$ cat config.mk
export PLATFORM = sky130hd
export DESIGN_NAME = ivc_top
export DESIGN_NICKNAME = d
export VERILOG_FILES = /design/src/inc/ivc_pkg.sv /design/src/inc/ivc_arb_if.sv /design/src/ivc_top.sv /design/src/ivc_arbiter.sv /design/src/ivc_vector_addr.sv
export SDC_FILE = /design/constraint.sdc
export NUM_CORES = 1
export LEC_CHECK = 0
export CORE_MARGIN = 1
export CORE_UTILIZATION = 61
export DETAILED_ROUTE_END_ITERATION = 7
export DONT_BUFFER_PORTS = 1
export GPL_ROUTABILITY_DRIVEN = 0
export PLACE_DENSITY = 0.77
export SLEW_MARGIN = 40
export SYNTH_ARGS = -nofsm -noshare
export SYNTH_HDL_FRONTEND = slang
export SYNTH_SLANG_ARGS = --single-unit
$ cat constraint.sdc
create_clock -name pclk -period 29.1 [get_ports pclk]
set_clock_uncertainty 0.15 [all_clocks]
set_input_delay 2.91 -clock pclk [delete_from_list [all_inputs] [get_ports pclk]]
set_output_delay 2.91 -clock pclk [all_outputs]
set_load 0.05 [all_outputs]
$ cat src/inc/ivc_pkg.sv
// Purpose: Shared constants of the interrupt vector controller
// Assumes: One APB slave, request numbers fixed by the device variant
// Notes: Offsets are byte addresses of aligned 32-bit words
package ivc_pkg;

  // Sizes
  localparam int NUM_REQ = 32;
  localparam int NUM_TRAP = 4;
  localparam int LVL_W = 3;
  localparam int CPU_LVL_W = 4;
  localparam int VEC_W = 7;
  localparam int ADDR_W = 24;
  localparam int APB_AW = 12;
  localparam int STACK_DEPTH_DEF = 16;

  // Register offsets
  localparam logic [APB_AW-1:0] OFS_FLAG = 12'h000;
  localparam logic [APB_AW-1:0] OFS_ENABLE = 12'h004;
  localparam logic [APB_AW-1:0] OFS_PRIO0 = 12'h008;
  localparam logic [APB_AW-1:0] OFS_PRIO3 = 12'h014;
  localparam logic [APB_AW-1:0] OFS_CONTROL = 12'h018;
  localparam logic [APB_AW-1:0] OFS_CPU_LEVEL = 12'h01C;
  localparam logic [APB_AW-1:0] OFS_TRAP = 12'h020;
  localparam logic [APB_AW-1:0] OFS_STATUS = 12'h024;

  // Field positions
  localparam int CTRL_ALT_BIT = 15;
  localparam int LVL_TOP_BIT = 3;
  localparam int ST_VEC_LSB = 0;
  localparam int ST_LVL_LSB = 8;
  localparam int PRIO_PER_REG = 8;
  localparam int PRIO_FIELD_W = 4;

  // Vector table layout
  localparam logic [ADDR_W-1:0] TABLE_BASE = 24'h00_0004;
  localparam logic [ADDR_W-1:0] ALT_OFFSET = 24'h00_0100;
  localparam logic [VEC_W-1:0] FIRST_IRQ_VECTOR = 7'h08;
  localparam logic [VEC_W-1:0] FIRST_TRAP_VECTOR = 7'h01;
  localparam logic [CPU_LVL_W-1:0] TRAP_LEVEL_TOP = 4'hF;

  // Request numbers
  localparam int REQ_EXT_IRQ_ZERO = 0;
  localparam int REQ_CAPTURE_CH1 = 1;
  localparam int REQ_COMPARE_CH1 = 2;
  localparam int REQ_TIMER_ONE = 3;
  localparam int REQ_CAPTURE_CH2 = 5;
  localparam int REQ_COMPARE_CH2 = 6;
  localparam int REQ_TIMER_TWO = 7;
  localparam int REQ_TIMER_THREE = 8;
  localparam int REQ_SERIAL_ERROR = 9;
  localparam int REQ_SERIAL_DONE = 10;
  localparam int REQ_ASYNC_RECEIVE = 11;
  localparam int REQ_ASYNC_TRANSMIT = 12;
  localparam int REQ_CONVERTER_DONE = 13;
  localparam int REQ_TWO_WIRE_SLAVE = 16;
  localparam int REQ_TWO_WIRE_MASTER = 17;
  localparam int REQ_CHANGE_NOTIFY = 19;
  localparam int REQ_EXT_IRQ_ONE = 20;
  localparam int REQ_CAPTURE_CH7 = 22;
  localparam int REQ_CAPTURE_CH8 = 23;
  localparam int REQ_EXT_IRQ_TWO = 29;

  // Implemented request lines; all others are reserved
  localparam logic [NUM_REQ-1:0] IMPL_MASK =
    (32'h0000_0001 << REQ_EXT_IRQ_ZERO) | (32'h0000_0001 << REQ_CAPTURE_CH1) |
    (32'h0000_0001 << REQ_COMPARE_CH1) | (32'h0000_0001 << REQ_TIMER_ONE) |
    (32'h0000_0001 << REQ_CAPTURE_CH2) | (32'h0000_0001 << REQ_COMPARE_CH2) |
    (32'h0000_0001 << REQ_TIMER_TWO) | (32'h0000_0001 << REQ_TIMER_THREE) |
    (32'h0000_0001 << REQ_SERIAL_ERROR) | (32'h0000_0001 << REQ_SERIAL_DONE) |
    (32'h0000_0001 << REQ_ASYNC_RECEIVE) | (32'h0000_0001 << REQ_ASYNC_TRANSMIT) |
    (32'h0000_0001 << REQ_CONVERTER_DONE) | (32'h0000_0001 << REQ_TWO_WIRE_SLAVE) |
    (32'h0000_0001 << REQ_TWO_WIRE_MASTER) | (32'h0000_0001 << REQ_CHANGE_NOTIFY) |
    (32'h0000_0001 << REQ_EXT_IRQ_ONE) | (32'h0000_0001 << REQ_CAPTURE_CH7) |
    (32'h0000_0001 << REQ_CAPTURE_CH8) | (32'h0000_0001 << REQ_EXT_IRQ_TWO);

endpackage

$ cat src/inc/ivc_arb_if.sv
// Purpose: Carries pending requests and the arbitration result
// Assumes: Arbiter is purely combinational
// Notes: One modport per side
`timescale 1ns/10ps
`default_nettype none
interface ivc_arb_if
  import ivc_pkg::*;
#(
  parameter int N = NUM_REQ
);
  logic [N-1:0] pending;
  logic [N-1:0][LVL_W-1:0] prio;
  logic win_valid;
  logic [$clog2(N)-1:0] win_idx;
  logic [LVL_W-1:0] win_level;

  modport arb (input pending, input prio, output win_valid, output win_idx, output win_level);
  modport ctl (output pending, output prio, input win_valid, input win_idx, input win_level);
endinterface
`default_nettype wire

$ cat src/ivc_top.sv
// Purpose: Interrupt vector controller with APB register access
// Assumes: Peripheral events are one-cycle pulses on pclk; external lines are async pins
// Notes: Merged request, vector number, entry address and level go to the core
//   Read data is taken in the setup cycle
//   A push past the stack depth is dropped
// Function
// - All peripheral and external requests merge into one request to the core.
// - Each user source takes one of seven selectable priority levels.
// - Equal-level pending requests are chosen by a fixed order.
// - Lower vector position wins a tie; vector one, the first trap, outranks all others.
// - Primary table starts at 000004h with 8 trap and 118 interrupt entries.
// - Each entry holds a 24-bit handler start address.
// - Every interrupt or trap source has its own entry.
// - Alternate table select bit 15 redirects every vector fetch.
// - Alternate entries mirror the primary ones, 0x100 higher.
// - Device reset bypasses the controller; execution starts at address zero.
// - At most 20 interrupt sources and 4 traps are implemented.
// - External interrupt zero is request 0, vector 8, entry 0x000014.
// - Capture one and two, compare and timer sources use request numbers 1 to 8.
// - Serial, async and converter sources use request numbers 9 to 13.
// - Two-wire, change notify and external one, two use 16 to 29.
// - Capture channels seven and eight use requests 22 and 23.
// - Entry and return latencies are fixed, independent of the source.
// - Forwarded vector number and new level are latched into a status register.
// - Each user source has a flag set by hardware, cleared by software, and an enable.
// - Cpu level is three writable bits plus a read-only top bit.
`timescale 1ns/10ps
`default_nettype none
module ivc_top
  import ivc_pkg::*;
#(
  parameter int STACK_DEPTH = STACK_DEPTH_DEF
) (
  // Clock and reset
  input wire logic pclk,
  input wire logic presetn,
  // APB slave
  input wire logic [APB_AW-1:0] paddr,
  input wire logic psel,
  input wire logic penable,
  input wire logic pwrite,
  input wire logic [31:0] pwdata,
  output logic [31:0] prdata,
  output logic pready,
  output logic pslverr,
  // Peripheral event pulses, indexed by request number
  input wire logic [NUM_REQ-1:0] periph_irq_evt,
  // External interrupt pins
  input wire logic ext_irq_zero,
  input wire logic ext_irq_one,
  input wire logic ext_irq_two,
  // Trap event pulses, bit 0 is the lowest trap vector
  input wire logic [NUM_TRAP-1:0] trap_evt,
  // Core side
  input wire logic cpu_irq_ack,
  input wire logic cpu_irq_return,
  output logic cpu_irq_req,
  output logic [VEC_W-1:0] cpu_vector_num,
  output logic [ADDR_W-1:0] cpu_vector_addr,
  output logic [CPU_LVL_W-1:0] cpu_irq_level
);

  // Pointer counts 0 to STACK_DEPTH inclusive
  localparam int SP_W = $clog2(STACK_DEPTH + 1);

  // Refuse a stack the nesting cannot live with
  if (STACK_DEPTH < 2 || STACK_DEPTH > 64) begin : g_bad_depth
    $error("ivc_top: STACK_DEPTH must be 2 to 64");
  end

  // Every request needs a vector inside the field
  if (FIRST_IRQ_VECTOR + NUM_REQ > 2 ** VEC_W) begin : g_bad_vec_span
    $error("ivc_top: request vectors overflow");
  end

  // Traps must sit below the first user vector
  if (FIRST_TRAP_VECTOR + NUM_TRAP > FIRST_IRQ_VECTOR) begin : g_bad_trap_span
    $error("ivc_top: trap vectors overlap");
  end

  // Lowest trap level must stay above every user level
  if (TRAP_LEVEL_TOP - FIRST_TRAP_VECTOR - NUM_TRAP + 1 < 2 ** LVL_W) begin : g_bad_trap_lvl
    $error("ivc_top: trap levels too low");
  end

  // A priority field must hold a level, eight fields a word
  if (PRIO_FIELD_W < LVL_W || PRIO_PER_REG * PRIO_FIELD_W > 32) begin : g_bad_prio
    $error("ivc_top: priority layout does not fit");
  end

  // Complete block state
  typedef struct packed {
    // Software-visible registers
    logic [NUM_REQ-1:0] flag;
    logic [NUM_REQ-1:0] enable;
    logic [NUM_REQ-1:0][LVL_W-1:0] prio;
    logic alt_table_select;
    logic [CPU_LVL_W-1:0] cpu_level;
    logic [NUM_TRAP-1:0] trap_flag;
    logic [VEC_W-1:0] latched_vector_number;
    logic [CPU_LVL_W-1:0] latched_new_level;

    // Nesting stack of prior levels
    logic [STACK_DEPTH-1:0][CPU_LVL_W-1:0] stack;
    logic [SP_W-1:0] sp;

    // Pin synchroniser and edge memory
    logic [2:0] ext_s1;
    logic [2:0] ext_s2;
    logic [2:0] ext_prev;

    // Bus answer
    logic [31:0] prdata;
    logic pready;
    logic pslverr;

    // Request presented to the core
    logic req;
    logic [VEC_W-1:0] vec;
    logic [ADDR_W-1:0] vaddr;
    logic [CPU_LVL_W-1:0] lvl;
  } ivc_state_t;

  ivc_state_t state_reg;
  ivc_state_t state_next;

  // Arbitration carrier and candidate selection
  ivc_arb_if #(.N(NUM_REQ)) arb_bus ();
  logic [VEC_W-1:0] cand_vec;
  logic [CPU_LVL_W-1:0] cand_lvl;
  logic cand_valid;
  logic [ADDR_W-1:0] cand_addr;
  logic trap_found;

  // Pending user requests reach the arbiter only when enabled and implemented
  // Reserved bits are masked here as well as at the flag
  always_comb begin
    arb_bus.pending = state_reg.flag & state_reg.enable & IMPL_MASK;
    arb_bus.prio = state_reg.prio;
  end

  // Highest level wins, lowest request number on a tie
  ivc_arbiter #(
    .N(NUM_REQ)
  ) u_arbiter (
    .arb(arb_bus.arb)
  );

  // Traps first, lowest trap vector wins; otherwise the user winner
  // Traps ignore enables and sit above every user level
  always_comb begin
    cand_valid = 1'b0;
    cand_vec = '0;
    cand_lvl = '0;
    trap_found = 1'b0;
    for (int t = 0; t < NUM_TRAP; t++) begin
      if (state_reg.trap_flag[t] && !trap_found) begin
        trap_found = 1'b1;
        cand_valid = 1'b1;
        cand_vec = FIRST_TRAP_VECTOR + t[VEC_W-1:0];
        cand_lvl = TRAP_LEVEL_TOP - cand_vec[CPU_LVL_W-1:0];
      end
    end
    // User winner only while no trap is flagged
    if (!trap_found && arb_bus.win_valid) begin
      cand_valid = 1'b1;
      cand_vec = FIRST_IRQ_VECTOR + {{(VEC_W-$clog2(NUM_REQ)){1'b0}}, arb_bus.win_idx};
      cand_lvl = {1'b0, arb_bus.win_level};
    end
    // Only a level above the running one interrupts; equal does not
    if (cand_lvl <= state_reg.cpu_level) begin
      cand_valid = 1'b0;
    end
  end

  // Entry address in the table picked by the select bit
  ivc_vector_addr u_vector_addr (
    .vec_num(cand_vec),
    .alt_sel(state_reg.alt_table_select),
    .entry_addr(cand_addr)
  );

  // Next-state logic
  logic setup_phase;
  logic access_phase;
  logic wr_access;
  logic [NUM_REQ-1:0] src_set;
  logic [2:0] ext_edge;
  logic [NUM_REQ-1:0] flag_clr;
  logic [NUM_TRAP-1:0] trap_clr;
  logic took_ack;
  logic [31:0] rd_word;
  logic rd_err;
  logic [1:0] prio_sel;

  always_comb begin
    state_next = state_reg;
    // Bus phases; a write lands only in the answered access cycle
    setup_phase = psel && !penable;
    access_phase = psel && penable && state_reg.pready;
    wr_access = access_phase && pwrite;
    prio_sel = 2'(paddr[4:2] - OFS_PRIO0[4:2]);
    // Nothing is cleared or read unless decoded below
    flag_clr = '0;
    trap_clr = '0;
    rd_word = 32'h0000_0000;
    rd_err = 1'b0;

    // External pins: two flops, then rising edge
    // Only the second and third flops feed logic; the first may be metastable
    // Reset leaves all low, the idle pin level, so no false edge
    state_next.ext_s1 = {ext_irq_two, ext_irq_one, ext_irq_zero};
    state_next.ext_s2 = state_reg.ext_s1;
    state_next.ext_prev = state_reg.ext_s2;
    ext_edge = state_reg.ext_s2 & ~state_reg.ext_prev;

    // Hardware flag sources, placed at their request numbers
    src_set = periph_irq_evt;
    src_set[REQ_EXT_IRQ_ZERO] = periph_irq_evt[REQ_EXT_IRQ_ZERO] | ext_edge[0];
    src_set[REQ_EXT_IRQ_ONE] = periph_irq_evt[REQ_EXT_IRQ_ONE] | ext_edge[1];
    src_set[REQ_EXT_IRQ_TWO] = periph_irq_evt[REQ_EXT_IRQ_TWO] | ext_edge[2];
    src_set = src_set & IMPL_MASK;

    // Register writes at the access edge
    // Unmapped or unaligned writes match nothing and change nothing
    if (wr_access) begin
      case (paddr)
        OFS_FLAG: begin
          // Write one to clear
          flag_clr = pwdata;
        end
        OFS_ENABLE: begin
          state_next.enable = pwdata & IMPL_MASK;
        end
        OFS_CONTROL: begin
          state_next.alt_table_select = pwdata[CTRL_ALT_BIT];
        end
        OFS_CPU_LEVEL: begin
          // Top bit stays with hardware so software cannot mask traps
          state_next.cpu_level[LVL_W-1:0] = pwdata[LVL_W-1:0];
        end
        OFS_TRAP: begin
          // Write one to clear
          trap_clr = pwdata[NUM_TRAP-1:0];
        end
        default: begin
          if (paddr >= OFS_PRIO0 && paddr <= OFS_PRIO3 && paddr[1:0] == 2'b00) begin
            for (int j = 0; j < PRIO_PER_REG; j++) begin
              state_next.prio[int'(prio_sel) * PRIO_PER_REG + j] = pwdata[j * PRIO_FIELD_W +: LVL_W];
            end
          end
        end
      endcase
    end

    // Sticky flags: a set in the clearing cycle survives
    // A source that fires while software clears is never lost
    state_next.flag = (state_reg.flag & ~flag_clr) | src_set;
    state_next.trap_flag = (state_reg.trap_flag & ~trap_clr) | trap_evt;

    // Read data captured in the setup cycle
    // Reads have no side effect; unused bits read as zero
    case (paddr)
      OFS_FLAG: rd_word = state_reg.flag;
      OFS_ENABLE: rd_word = state_reg.enable;
      OFS_CONTROL: rd_word[CTRL_ALT_BIT] = state_reg.alt_table_select;
      OFS_CPU_LEVEL: rd_word[CPU_LVL_W-1:0] = state_reg.cpu_level;
      OFS_TRAP: rd_word[NUM_TRAP-1:0] = state_reg.trap_flag;
      OFS_STATUS: begin
        rd_word[ST_VEC_LSB +: VEC_W] = state_reg.latched_vector_number;
        rd_word[ST_LVL_LSB +: CPU_LVL_W] = state_reg.latched_new_level;
      end
      default: begin
        if (paddr >= OFS_PRIO0 && paddr <= OFS_PRIO3 && paddr[1:0] == 2'b00) begin
          for (int j = 0; j < PRIO_PER_REG; j++) begin
            rd_word[j * PRIO_FIELD_W +: LVL_W] = state_reg.prio[int'(prio_sel) * PRIO_PER_REG + j];
          end
        end else begin
          rd_err = 1'b1;
        end
      end
    endcase

    // Zero-wait APB answer: ready in the first access cycle
    // pslverr rides with pready; prdata holds between transfers
    state_next.pready = setup_phase;
    state_next.pslverr = setup_phase && rd_err;
    if (setup_phase) begin
      state_next.prdata = rd_err ? 32'h0000_0000 : rd_word;
    end

    // Core accepts the presented request
    // Ack wins over a same-cycle return, which is then lost
    // A full stack drops the push; the new level still applies
    took_ack = cpu_irq_ack && state_reg.req;
    if (took_ack) begin
      state_next.latched_vector_number = state_reg.vec;
      state_next.latched_new_level = state_reg.lvl;
      if (int'(state_reg.sp) < STACK_DEPTH) begin
        state_next.stack[state_reg.sp] = state_reg.cpu_level;
        state_next.sp = state_reg.sp + 1'b1;
      end
      state_next.cpu_level = state_reg.lvl;
    end else if (cpu_irq_return && state_reg.sp != '0) begin
      // Return pops; with an empty stack it is ignored
      state_next.sp = state_reg.sp - 1'b1;
      state_next.cpu_level = state_reg.stack[state_reg.sp - 1'b1];
    end

    // Presented request, registered one cycle after the decision
    // Withdrawn for a cycle after an ack or return while the level settles
    state_next.req = cand_valid && !took_ack && !cpu_irq_return;
    state_next.vec = cand_vec;
    state_next.vaddr = cand_addr;
    state_next.lvl = cand_lvl;
  end

  // State register; cleared like any register, without involving the core
  // Reset branch holds constants only
  always_ff @(posedge pclk or negedge presetn) begin
    if (!presetn) begin
      state_reg <= '0;
    end else begin
      state_reg <= state_next;
    end
  end

  // Outputs straight from flops
  // Plain copies of state bits, no logic behind a pin
  always_comb begin
    prdata = state_reg.prdata;
    pready = state_reg.pready;
    pslverr = state_reg.pslverr;
    cpu_irq_req = state_reg.req;
    cpu_vector_num = state_reg.vec;
    cpu_vector_addr = state_reg.vaddr;
    cpu_irq_level = state_reg.lvl;
  end

endmodule // ivc_top
`default_nettype wire

$ cat src/ivc_arbiter.sv
// Purpose: Picks the highest user level, lowest request number on a tie
// Assumes: Level zero means the source never requests
// Notes: Combinational only
`timescale 1ns/10ps
`default_nettype none
module ivc_arbiter
  import ivc_pkg::*;
#(
  parameter int N = NUM_REQ
) (
  // Request side and result
  ivc_arb_if.arb arb
);

  // Scan from the top down so a lower number wins on equal level
  always_comb begin
    arb.win_valid = 1'b0;
    arb.win_idx = '0;
    arb.win_level = '0;
    for (int i = N - 1; i >= 0; i--) begin
      if (arb.pending[i] && (arb.prio[i] != '0) && (!arb.win_valid || (arb.prio[i] >= arb.win_level))) begin
        arb.win_valid = 1'b1;
        arb.win_idx = i[$clog2(N)-1:0];
        arb.win_level = arb.prio[i];
      end
    end
  end

endmodule // ivc_arbiter
`default_nettype wire

$ cat src/ivc_vector_addr.sv
// Purpose: Turns a vector number into its table entry address
// Assumes: Entries are two program words apart
// Notes: Alternate table sits a fixed distance above the primary one
`timescale 1ns/10ps
`default_nettype none
module ivc_vector_addr
  import ivc_pkg::*;
(
  // Selection
  input wire logic [VEC_W-1:0] vec_num,
  input wire logic alt_sel,
  // Entry address
  output logic [ADDR_W-1:0] entry_addr
);

  // Base plus two per vector, plus the alternate offset when selected
  always_comb begin
    entry_addr = TABLE_BASE + {{(ADDR_W-VEC_W-1){1'b0}}, vec_num, 1'b0};
    if (alt_sel) begin
      entry_addr = entry_addr + ALT_OFFSET;
    end
  end

endmodule // ivc_vector_addr
`default_nettype wire

* Word level (Yosys, flattened, before mapping)
Cells that the tools add are included.
Word-level totals: input bits 90, word-level logic and storage cells 453, bits in registers 316
Cells by class: magnitude comparators 42, reductions and logical operators 145, bitwise gates (word level) 13, muxes and demuxes 167, equality and inequality tests 6, $add $sub $neg 13
Operators with widths (count):
- $bwmux W96 | 8
- $ge A32 B1 Y1 const B | 7
- $mux W3 | 53
- $mux W5 | 23
- $bmux W3 S5 | 7
- $demux W3 S5 | 7
- $mux W32 | 3
- $reduce_bool A3 Y1 | 22
- $bwmux W64 | 1
- $logic_and A1 B1 Y1 | 63
- $ge A3 B3 Y1 | 19
- $mux W4 | 11
- $lt A6 B6 Y1 const B | 7
- $pmux W3 S3 | 4
- $and A32 B32 Y32 | 1
- $not A32 Y32 | 1
- $or A32 B30 Y32 | 1
- $mux W1 | 31
- $and A30 B30 Y30 | 1
- $mux W7 | 4
- $logic_not A1 Y1 | 26
- $add A24 B9 Y24 const B | 1
- $add A5 B3 Y6 const B | 4
- $eq A12 B5 Y1 const B | 2
- 45 further kinds | 79

* Longest topological paths before layout
Gate-level depths: netlist of the first run.
depth in word-level cells 85, mapped depth 138

* Cells and area by module
Synthesis of the first run repeated with hierarchy kept, for this count alone.
Unflattened totals: cell total of the unflattened synthesis 1962, area, all modules 20005.4 µm²
Modules (own cells, without submodules):
- ivc_top | cells each 1087, instances 1, seq. area each 7857.5 µm², area an instance 14126.0 µm²
- ivc_arbiter | cells each 845, instances 1, seq. area each 0.0 µm², area an instance 5662.9 µm²
- ivc_vector_addr | cells each 30, instances 1, seq. area each 0.0 µm², area an instance 216.5 µm²

* Least setup slack after synthesis of the first run
Ideal clock, no wire load.
path kind register -> register, start register state_reg[325] (netlist bit), end register state_reg (netlist bit cpu_irq_req), period minus slack after synthesis 26.097 ns, arrival time 25.865 ns, stages on the path, launching flop included 129, path slack 3.003 ns, buffers on the path 1, path through dfrtp_1 > and3_1 > ha_1 > nor2b_1 > o211a_1 > o21ai_0 > nand2_1 > ha_1 > or3b_1 > a221oi_2 > nor2_1 > o31ai_2 > ha_1 > o21ai_0 > a21oi_1 > o21ai_1 > mux2_2 > ha_1 > (+93 left out) > a21oi_2 > o21ai_0 > o21ai_0 > o21bai_2 > ha_1 > nand2b_1 > a21oi_1 > nor2b_1 > o31ai_1 > a21oi_1 > a221o_1 > ha_1 > nor2b_1 > o21ai_0 > nand2b_1 > a21oi_1 > or4_1 > a31oi_1
RTL lines:
- from (decl) | RTL line ivc_top.sv:124 | ivc_state_t state_reg;
- from (signal assigned) | RTL line ivc_top.sv:324 | state_reg <= state_next;

==> results of run 1 <==
-- through the flow --
stage | util (%) | std cells
final | 67.4 | 1828
after CTS | 65.7 | 1795
after global routing | 67.4 | 1828
after floorplan | - | 1509
after global placement | 61.8 | 1742
after detailed placement | 61.9 | 1742
-- metal layers --
metal | vias up | GRT usage [%] | wire, µm | part of all wire, %
met5 | - | 0 | 0 | 0
met4 | 0 | 15.7 | 2470 | 5.5
met3 | 146 | 4.91 | 3470 | 7.7
met2 | 560 | 52.1 | 21500 | 48
met1 | 6290 | 42.1 | 17700 | 39
li1 | 5446 | - | - | -
-- cells in the mapped netlist (5+ instances only) --
cell type  instances  share of area [%]
a221o_1           10               0.60
a22o_1            14               0.73
o311ai_0           8               0.42
nand2_1          159                3.6
inv_1             49                1.1
o211ai_1          17               0.76
a21oi_1           34                1.0
o21a_1            12               0.54
dfrtp_1          297                 44
or2_1              5               0.19
o311a_1           16               0.95
buf_4             67                3.0
nand3_1           22               0.66
nor4_1             5               0.19
mux4_2            44                5.9
a221oi_1           5               0.26
and3_1            11               0.41
a31oi_1           10               0.37
o21ai_1            5               0.15
or2_2              5               0.19
and4_1             5               0.26
nor3_1            21               0.63
nor2_1            70                1.6
a21o_1            31                1.4
nand2b_1          22               0.82
and2_1            10               0.37
o21ai_0           73                2.2
mux2i_1           27                1.6
a22oi_1           10               0.45
mux2_2           172                 12
clkbuf_1          42               0.94
buf_1              7               0.16
or3_1              5               0.19
ha_1              56                4.2
o31ai_1            9               0.40
a21boi_0          14               0.63
nand4_1            9               0.34
nor2b_1            9               0.34
-- repair_timing --
item,in CTS,in global routing
hold buffers,0,0
resized for setup,3,42
endpoints found under the setup margin,1,16
setup buffers,0,33
pin swaps,0,21
-- placed cells by master (no fill, tap or decap), drive strengths merged, types with 9 or more instances in the layout --
cell | Yosys | final
a21boi | 16 | 16
a21o | 31 | 31
a21oi | 38 | 38
a221o | 10 | 10
a22o | 14 | 14
a22oi | 10 | 10
a31oi | 12 | 12
and2 | 10 | 10
and3 | 11 | 11
buf | 77 | 44
clkbuf | 42 | 45
conb | 1 | 17
dfrtp | 297 | 297
ha | 56 | 56
inv | 49 | 51
mux2 | 172 | 172
mux2i | 28 | 28
mux4 | 44 | 44
nand2 | 159 | 159
nand2b | 22 | 22
nand3 | 24 | 24
nand4 | 9 | 9
nor2 | 71 | 71
nor2b | 9 | 9
nor3 | 23 | 23
o211ai | 18 | 18
o21a | 12 | 12
o21ai | 79 | 79
o311a | 16 | 16
o311ai | 16 | 16
o31ai | 12 | 12
or2 | 11 | 11
-- power groups by stage --
stage / Combinational, mW / Clock [mW] / Sequential [mW]
floorplan: 0.0937 / 0 / 0.446
global placement: 0.0998 / 0 / 0.456
detailed placement: 0.105 / 0 / 0.457
CTS: 0.105 / 0.395 / 0.450
global route: 0.115 / 0.410 / 0.453
finish: 0.105 / 0.390 / 0.451
-- kinds of logic (layout without fill, tap and decap cells) --
group | count (synthesis) | in the layout | synth area share, %
AND/OR/NAND/NOR | 378 | 378 | 10.7
AO/OA/AOI/OAI | 341 | 341 | 15.8
flip-flops | 297 | 297 | 44.3
multiplexers | 244 | 244 | 19.2
buffers and inverters | 168 | 146 | 5.36
adder cells (fa/ha/maj) | 58 | 58 | 4.30
XOR/XNOR | 6 | 6 | 0.313
other | 1 | 17 | 0.0224
-- how the worst max path moves through the flow --
stage                         from          end  slack [ns]  cells past startpoint
finish              state_reg[325]  cpu_irq_req        1.13                    134
global route        state_reg[325]  cpu_irq_req       -0.36                    135
CTS                 state_reg[325]  cpu_irq_req        0.13                    127
detailed placement  state_reg[325]  cpu_irq_req       -0.08                    128
global placement    state_reg[325]  cpu_irq_req        0.52                    130
floorplan           state_reg[325]  cpu_irq_req        3.00                    128
-- area by class of cell --
cell class,count,share of cell area [%]
clock buffers,45,4.95
clock inverters,8,0.572
inverters,49,1.01
multi-input cells,1044,48.3
flip-flops and latches,297,41.0
well taps,341,2.35
repair buffers,44,1.82
==> results.rst, run 1 <==
.. list-table::
   :header-rows: 1

   * - Metric
     - Value
   * - Cell type group with the largest total delay on the critical path
     - compound AO/OA/AOI/OAI gates
   * - Critical path startpoint category
     - flip-flop
   * - Minimum setup slack after placement
     - -0.0808 ns
   * - Die Ht
     - 168 µm
   * - Area added between synthesis and finish
     - 8.20%
   * - Clock Latency Late Sink
     - 0.57 ns
   * - Total Neg Setup Slack
     - 0 ns
   * - Max-cap viol count
     - 0
   * - Min-Delay Path Class
     - reg -> reg
   * - Area inside the core boundary
     - 27000 µm²
   * - Category of the worst setup path capture point
     - flip-flop
   * - Post-DR vias/cell
     - 6.81
   * - Worst hold-check slack
     - 0.202 ns
   * - Total overflow reported by the global router
     - 0
   * - Part of the power in registers
     - 47.7%
   * - Cell occurring most often along the worst timing path
     - ha_1
   * - Total routing resource utilization after global routing
     - 32.0%
   * - Starting utilization of the core area
     - 62.2%
   * - FF/Latch Area
     - 7440 µm²
   * - Sequential-to-total area share from yosys stat
     - 44.3%
   * - Final critical-path share of the clock period
     - 96.1%
   * - Number of cells on the worst reg-to-reg path
     - 134
   * - Origin of the critical flop-to-flop path
     - state_reg[325]
   * - Net switching fraction of the power
     - 25.3%
   * - Most instantiated flip-flop cell in the synthesis netlist
     - dfrtp_1
   * - Number of synthesized register bits
     - 297
   * - Area of combinational cells with multiple inputs
     - 8770 µm²
   * - Ratio of total power to cell area
     - 52.1 nW/µm²
   * - Number of design rule violations left after detail routing
     - 0
   * - Worst hold start
     - state_next[73]
   * - Data arrival time of the critical path
     - 28.29 ns
   * - Layout Cell Area excl Fill
     - 18200 µm²
   * - Worst path slowest cell
     - dfrtp_2
   * - Max-slew headroom
     - 43.3%
   * - Power, Total
     - 946 µW
   * - Share of synthesized registers carrying an async set or reset
     - 100%
   * - Maximum fanout along the worst path
     - 8
   * - EDFF count, synth
     - 0
   * - R2R setup slack
     - 1.13 ns
   * - Die Wd
     - 168 µm
   * - Leakage component of the power
     - 8.32 nW
   * - Largest net degree at the start of global routing
     - 298
   * - Proportion of power drawn by the clock network
     - 41.2%
   * - Count of distinct cell types in the synthesized netlist
     - 93
   * - Total number of vias
     - 12400
   * - Final setup slack of the worst path
     - 1.13 ns
   * - Synthesis warning total
     - 0
   * - Setup-violating endpoint count in the final report
     - 0
   * - Placement Rows
     - 60
   * - Placement-stage cell area
     - 16700 µm²
   * - Boundary Pins
     - 160
   * - Number of inserted filler cells in the final layout
     - 1935
   * - Post-Syn Area per Cell
     - 11.2 µm²
   * - Reg clk slew, reported paths
     - 0.06 ns
   * - Switching power of the nets
     - 239 µW
   * - Post-route minimum period
     - 27.97 ns
   * - Count of H-tree levels built during CTS
     - 1
   * - Final hold viol count
     - 0
   * - Internal power consumption
     - 707 µW
   * - Number of clock sinks seen by CTS
     - 297
   * - Number of global-route vias before repair
     - 12200
   * - Number of nets with antenna violations after detailed routing
     - 0
   * - Wire length per cell
     - 24.7 µm
   * - Endpoint required time on the critical path
     - 29.42 ns
   * - WS Path Type
     - reg -> reg
   * - Die footprint
     - 28200 µm²
   * - Initial antenna violation count
     - 0
   * - Number of buffer cells added on primary ports
     - 0
   * - Wire length of the first global-routing pass
     - 69.6 mm
   * - Max IR drop VDD
     - 0.0470 mV
   * - Clock tree from TritonCTS
     - done
   * - Worst-case hold path end point
     - state_next[70]
   * - Detailed-router iteration count before antenna repair
     - 5
   * - DR iter-0 viols
     - 1252
   * - # diodes
     - 0
   * - Slowest stage delay, CP
     - 0.47 ns
   * - Routed Wire Length
     - 45.1 mm
   * - Logic gate share of total power
     - 11.1%
   * - Combined buffer and inverter count along the critical path
     - 6
   * - Net count of the finished layout
     - 1613
   * - Hold-critical path depth
     - 0
   * - Buffer cell driving the clock tree root
     - clkbuf_16
   * - Terminus of the critical flop-to-flop path
     - cpu_irq_req
   * - Cells after synthesis
     - 1493
   * - Tightest Pin Transition
     - 0.842 ns
   * - Upper clock frequency limit
     - 35.8 MHz
   * - Cts bufs inserted
     - 31
   * - Maximum root-to-sink buffer count
     - 3
   * - Number of flip-flops under the largest register name
     - 143
   * - HPWL after DPL
     - 31.1 mm
   * - Status
     - finished clean
   * - Post-synthesis cell area
     - 16800 µm²
   * - Number of pins exceeding their max-slew limit in the final report
     - 0
   * - Fraction of final layout cells with drive strength greater than 1
     - 26.0%
No activity file was read; power rests on OpenSTA's default activity.
==> run 2, diff against run 1 <==
- clock period: 29.1 -> 34.3 ns (I/O delays scaled with it)
==> results.rst, run 2 (same netlist as run 1, synthesis figures left out) <==
.. list-table::
   :header-rows: 1

   * - Metric
     - Value
   * - Total number of vias
     - 12200
   * - Clock Latency Late Sink
     - 0.57 ns
   * - Post-cts hold buffer count
     - 0
   * - Min-Delay Path Class
     - reg -> reg
   * - Setup-violating endpoint count in the final report
     - 0
   * - Maximum root-to-sink buffer count
     - 3
   * - Proportion of power drawn by the clock network
     - 41.6%
   * - Total overflow reported by the global router
     - 0
   * - Boundary Pins
     - 160
   * - Category of the worst setup path capture point
     - flip-flop
   * - Max-cap viol count
     - 0
   * - Critical path startpoint category
     - flip-flop
   * - Part of the power in registers
     - 47.5%
   * - HPWL after DPL
     - 30.9 mm
   * - Number of nets with antenna violations after detailed routing
     - 0
   * - Most used cells in the layout excluding fill and tap cells
     - 296 x dfrtp_1, 172 x mux2_2, 159 x nand2_1
   * - WS Path Type
     - reg -> reg
   * - Status
     - finished clean
   * - Net switching fraction of the power
     - 25.4%
   * - Starting utilization of the core area
     - 62.2%
   * - Wire length per cell
     - 24.3 µm
   * - Number of gates resized after CTS
     - 0
   * - Number of standard cells in the final layout excluding fillers
     - 1800
   * - Number of pins exceeding their max-slew limit in the final report
     - 0
   * - Post-route minimum period
     - 29.84 ns
   * - Count of H-tree levels built during CTS
     - 1
   * - Internal power consumption
     - 600 µW
   * - Largest net degree at the start of global routing
     - 298
   * - Upper clock frequency limit
     - 33.5 MHz
   * - Maximum fanout along the worst path
     - 9
   * - Reg clk slew, reported paths
     - 0.06 ns
   * - Data arrival time of the critical path
     - 30.17 ns
   * - Switching power of the nets
     - 204 µW
   * - Max-slew headroom
     - 38.7%
   * - Number of buffer cells added on primary ports
     - 0
   * - Number of global-route vias before repair
     - 12000
   * - Die Ht
     - 168 µm
   * - Cell occurring most often along the worst timing path
     - ha_1
   * - Post-CTS setup buffer count
     - 0
   * - Fraction of final layout cells with drive strength greater than 1
     - 22.7%
   * - Total Neg Setup Slack
     - 0 ns
   * - Clock tree from TritonCTS
     - done
   * - Placed insts
     - 1741
   * - Logic gate share of total power
     - 10.9%
   * - Area inside the core boundary
     - 27000 µm²
   * - Wire length of the first global-routing pass
     - 69.1 mm
   * - Die footprint
     - 28200 µm²
   * - Tightest Pin Transition
     - 0.919 ns
   * - Cts bufs inserted
     - 31
   * - Initial antenna violation count
     - 0
   * - Post-DR vias/cell
     - 6.77
   * - Area added between synthesis and finish
     - 5.68%
   * - Die Wd
     - 168 µm
   * - Slowest stage delay, CP
     - 0.57 ns
   * - Number of design rule violations left after detail routing
     - 0
   * - Worst path slowest cell
     - a2111oi_1
   * - Worst hold-check slack
     - 0.208 ns
   * - Endpoint required time on the critical path
     - 34.63 ns
   * - Buffer cell driving the clock tree root
     - clkbuf_16
   * - Ratio of total power to cell area
     - 45.4 nW/µm²
   * - Total routing resource utilization after global routing
     - 31.7%
   * - Net count of the finished layout
     - 1579
   * - Max IR drop VDD
     - 0.0552 mV
   * - Number of clock sinks seen by CTS
     - 297
   * - Number of cells on the worst reg-to-reg path
     - 128
   * - DR iter-0 viols
     - 1114
   * - Routed Wire Length
     - 43.8 mm
   * - Hold-critical path depth
     - 0
   * - Number of flip-flops under the largest register name
     - 143
   * - Unrepaired setup endpoints after global routing
     - no
   * - Most common cell after layout, fill and taps aside
     - dfrtp_1
   * - Detailed-router iteration count before antenna repair
     - 6
   * - Final hold viol count
     - 0
   * - Leakage component of the power
     - 8.12 nW
   * - Final critical-path share of the clock period
     - 87.0%
   * - Placement Rows
     - 60
run 2: cell count changes in the layout (fill, tap and decap cells not counted), moves of 3 or more:
| cell | delta |
|---|---|
| a21oi_1 | +3 |
| a21oi_2 | -3 |
| a221oi_2 | +3 |
| a221oi_4 | -3 |
| buf_4 | -34 |
| clkinv_2 | +5 |
| dfrtp_1 | +5 |
| dfrtp_2 | -5 |
| o21ai_0 | +3 |
| o21ai_2 | -4 |
run 2: final timing paths:
check                                       to  slack, ns            from
worst max-delay path               cpu_irq_req       4.46  state_reg[325]
worst min-delay path            state_next[71]       0.21  state_next[74]
worst max register to register     cpu_irq_req       4.46  state_reg[325]
worst min register to register  state_next[71]       0.21  state_next[74]
max in group asynchronous       state_reg[307]      30.83         presetn
min in group asynchronous           prdata[20]       2.41         presetn
run 2: cell type report:
cell class | count | area, µm²
Fill cell | 1960 | 9220
Multi-Input combinational cell | 1044 | 8580
Sequential cell | 297 | 7430
Clock buffer | 45 | 898
Tap cell | 341 | 427
Inverter | 49 | 184
Clock inverter | 13 | 128
Timing Repair Buffer | 10 | 75.1
Antenna cell | 1 | 2.50
run 2: power by group through the flow:
stage | Combinational [mW] | Sequential (mW) | Clock, mW
2_1_floorplan | 0.0795 | 0.379 | 0
3_5_place_dp | 0.0877 | 0.388 | 0
5_1_grt | 0.0956 | 0.384 | 0.352
6_report | 0.0874 | 0.383 | 0.335
4_1_cts | 0.0878 | 0.382 | 0.339
3_3_place_gp | 0.0845 | 0.387 | 0
run 2: through the flow:
stage / utilization, % / power [mW] / instance area (µm²) / worst slack (ns)
after detailed placement: 61.9 / 0.476 / 16700 / 4.74
final: 65.8 / 0.805 / 17700 / 4.46
after CTS: 65.7 / 0.808 / 17700 / 4.64
after global placement: 61.8 / 0.471 / 16700 / 5.26
after floorplan: - / 0.458 / 16800 / 8.20
after global routing: 65.8 / 0.832 / 17700 / 2.61
run 2: layer usage:
layer	part of all wire, %	wire, µm	global-route usage (%)	vias up
met1	40	17600	41.1	6218
met3	7.4	3240	5.92	101
met2	48	21200	53.0	502
met4	4.1	1780	12.2	0
met5	0	0	0	-
li1	-	-	-	5366
run 2: critical path, delay by kind of cell, from the launching register on:
kind / cells / cell delay [ns]
AND/OR/NAND/NOR: 42 / 7.27
multiplexers: 6 / 2.16
flip-flops: 1 / 0.50
AO/OA/AOI/OAI: 54 / 13.20
buffers and inverters: 4 / 0.50
adder cells (fa/ha/maj): 22 / 5.98
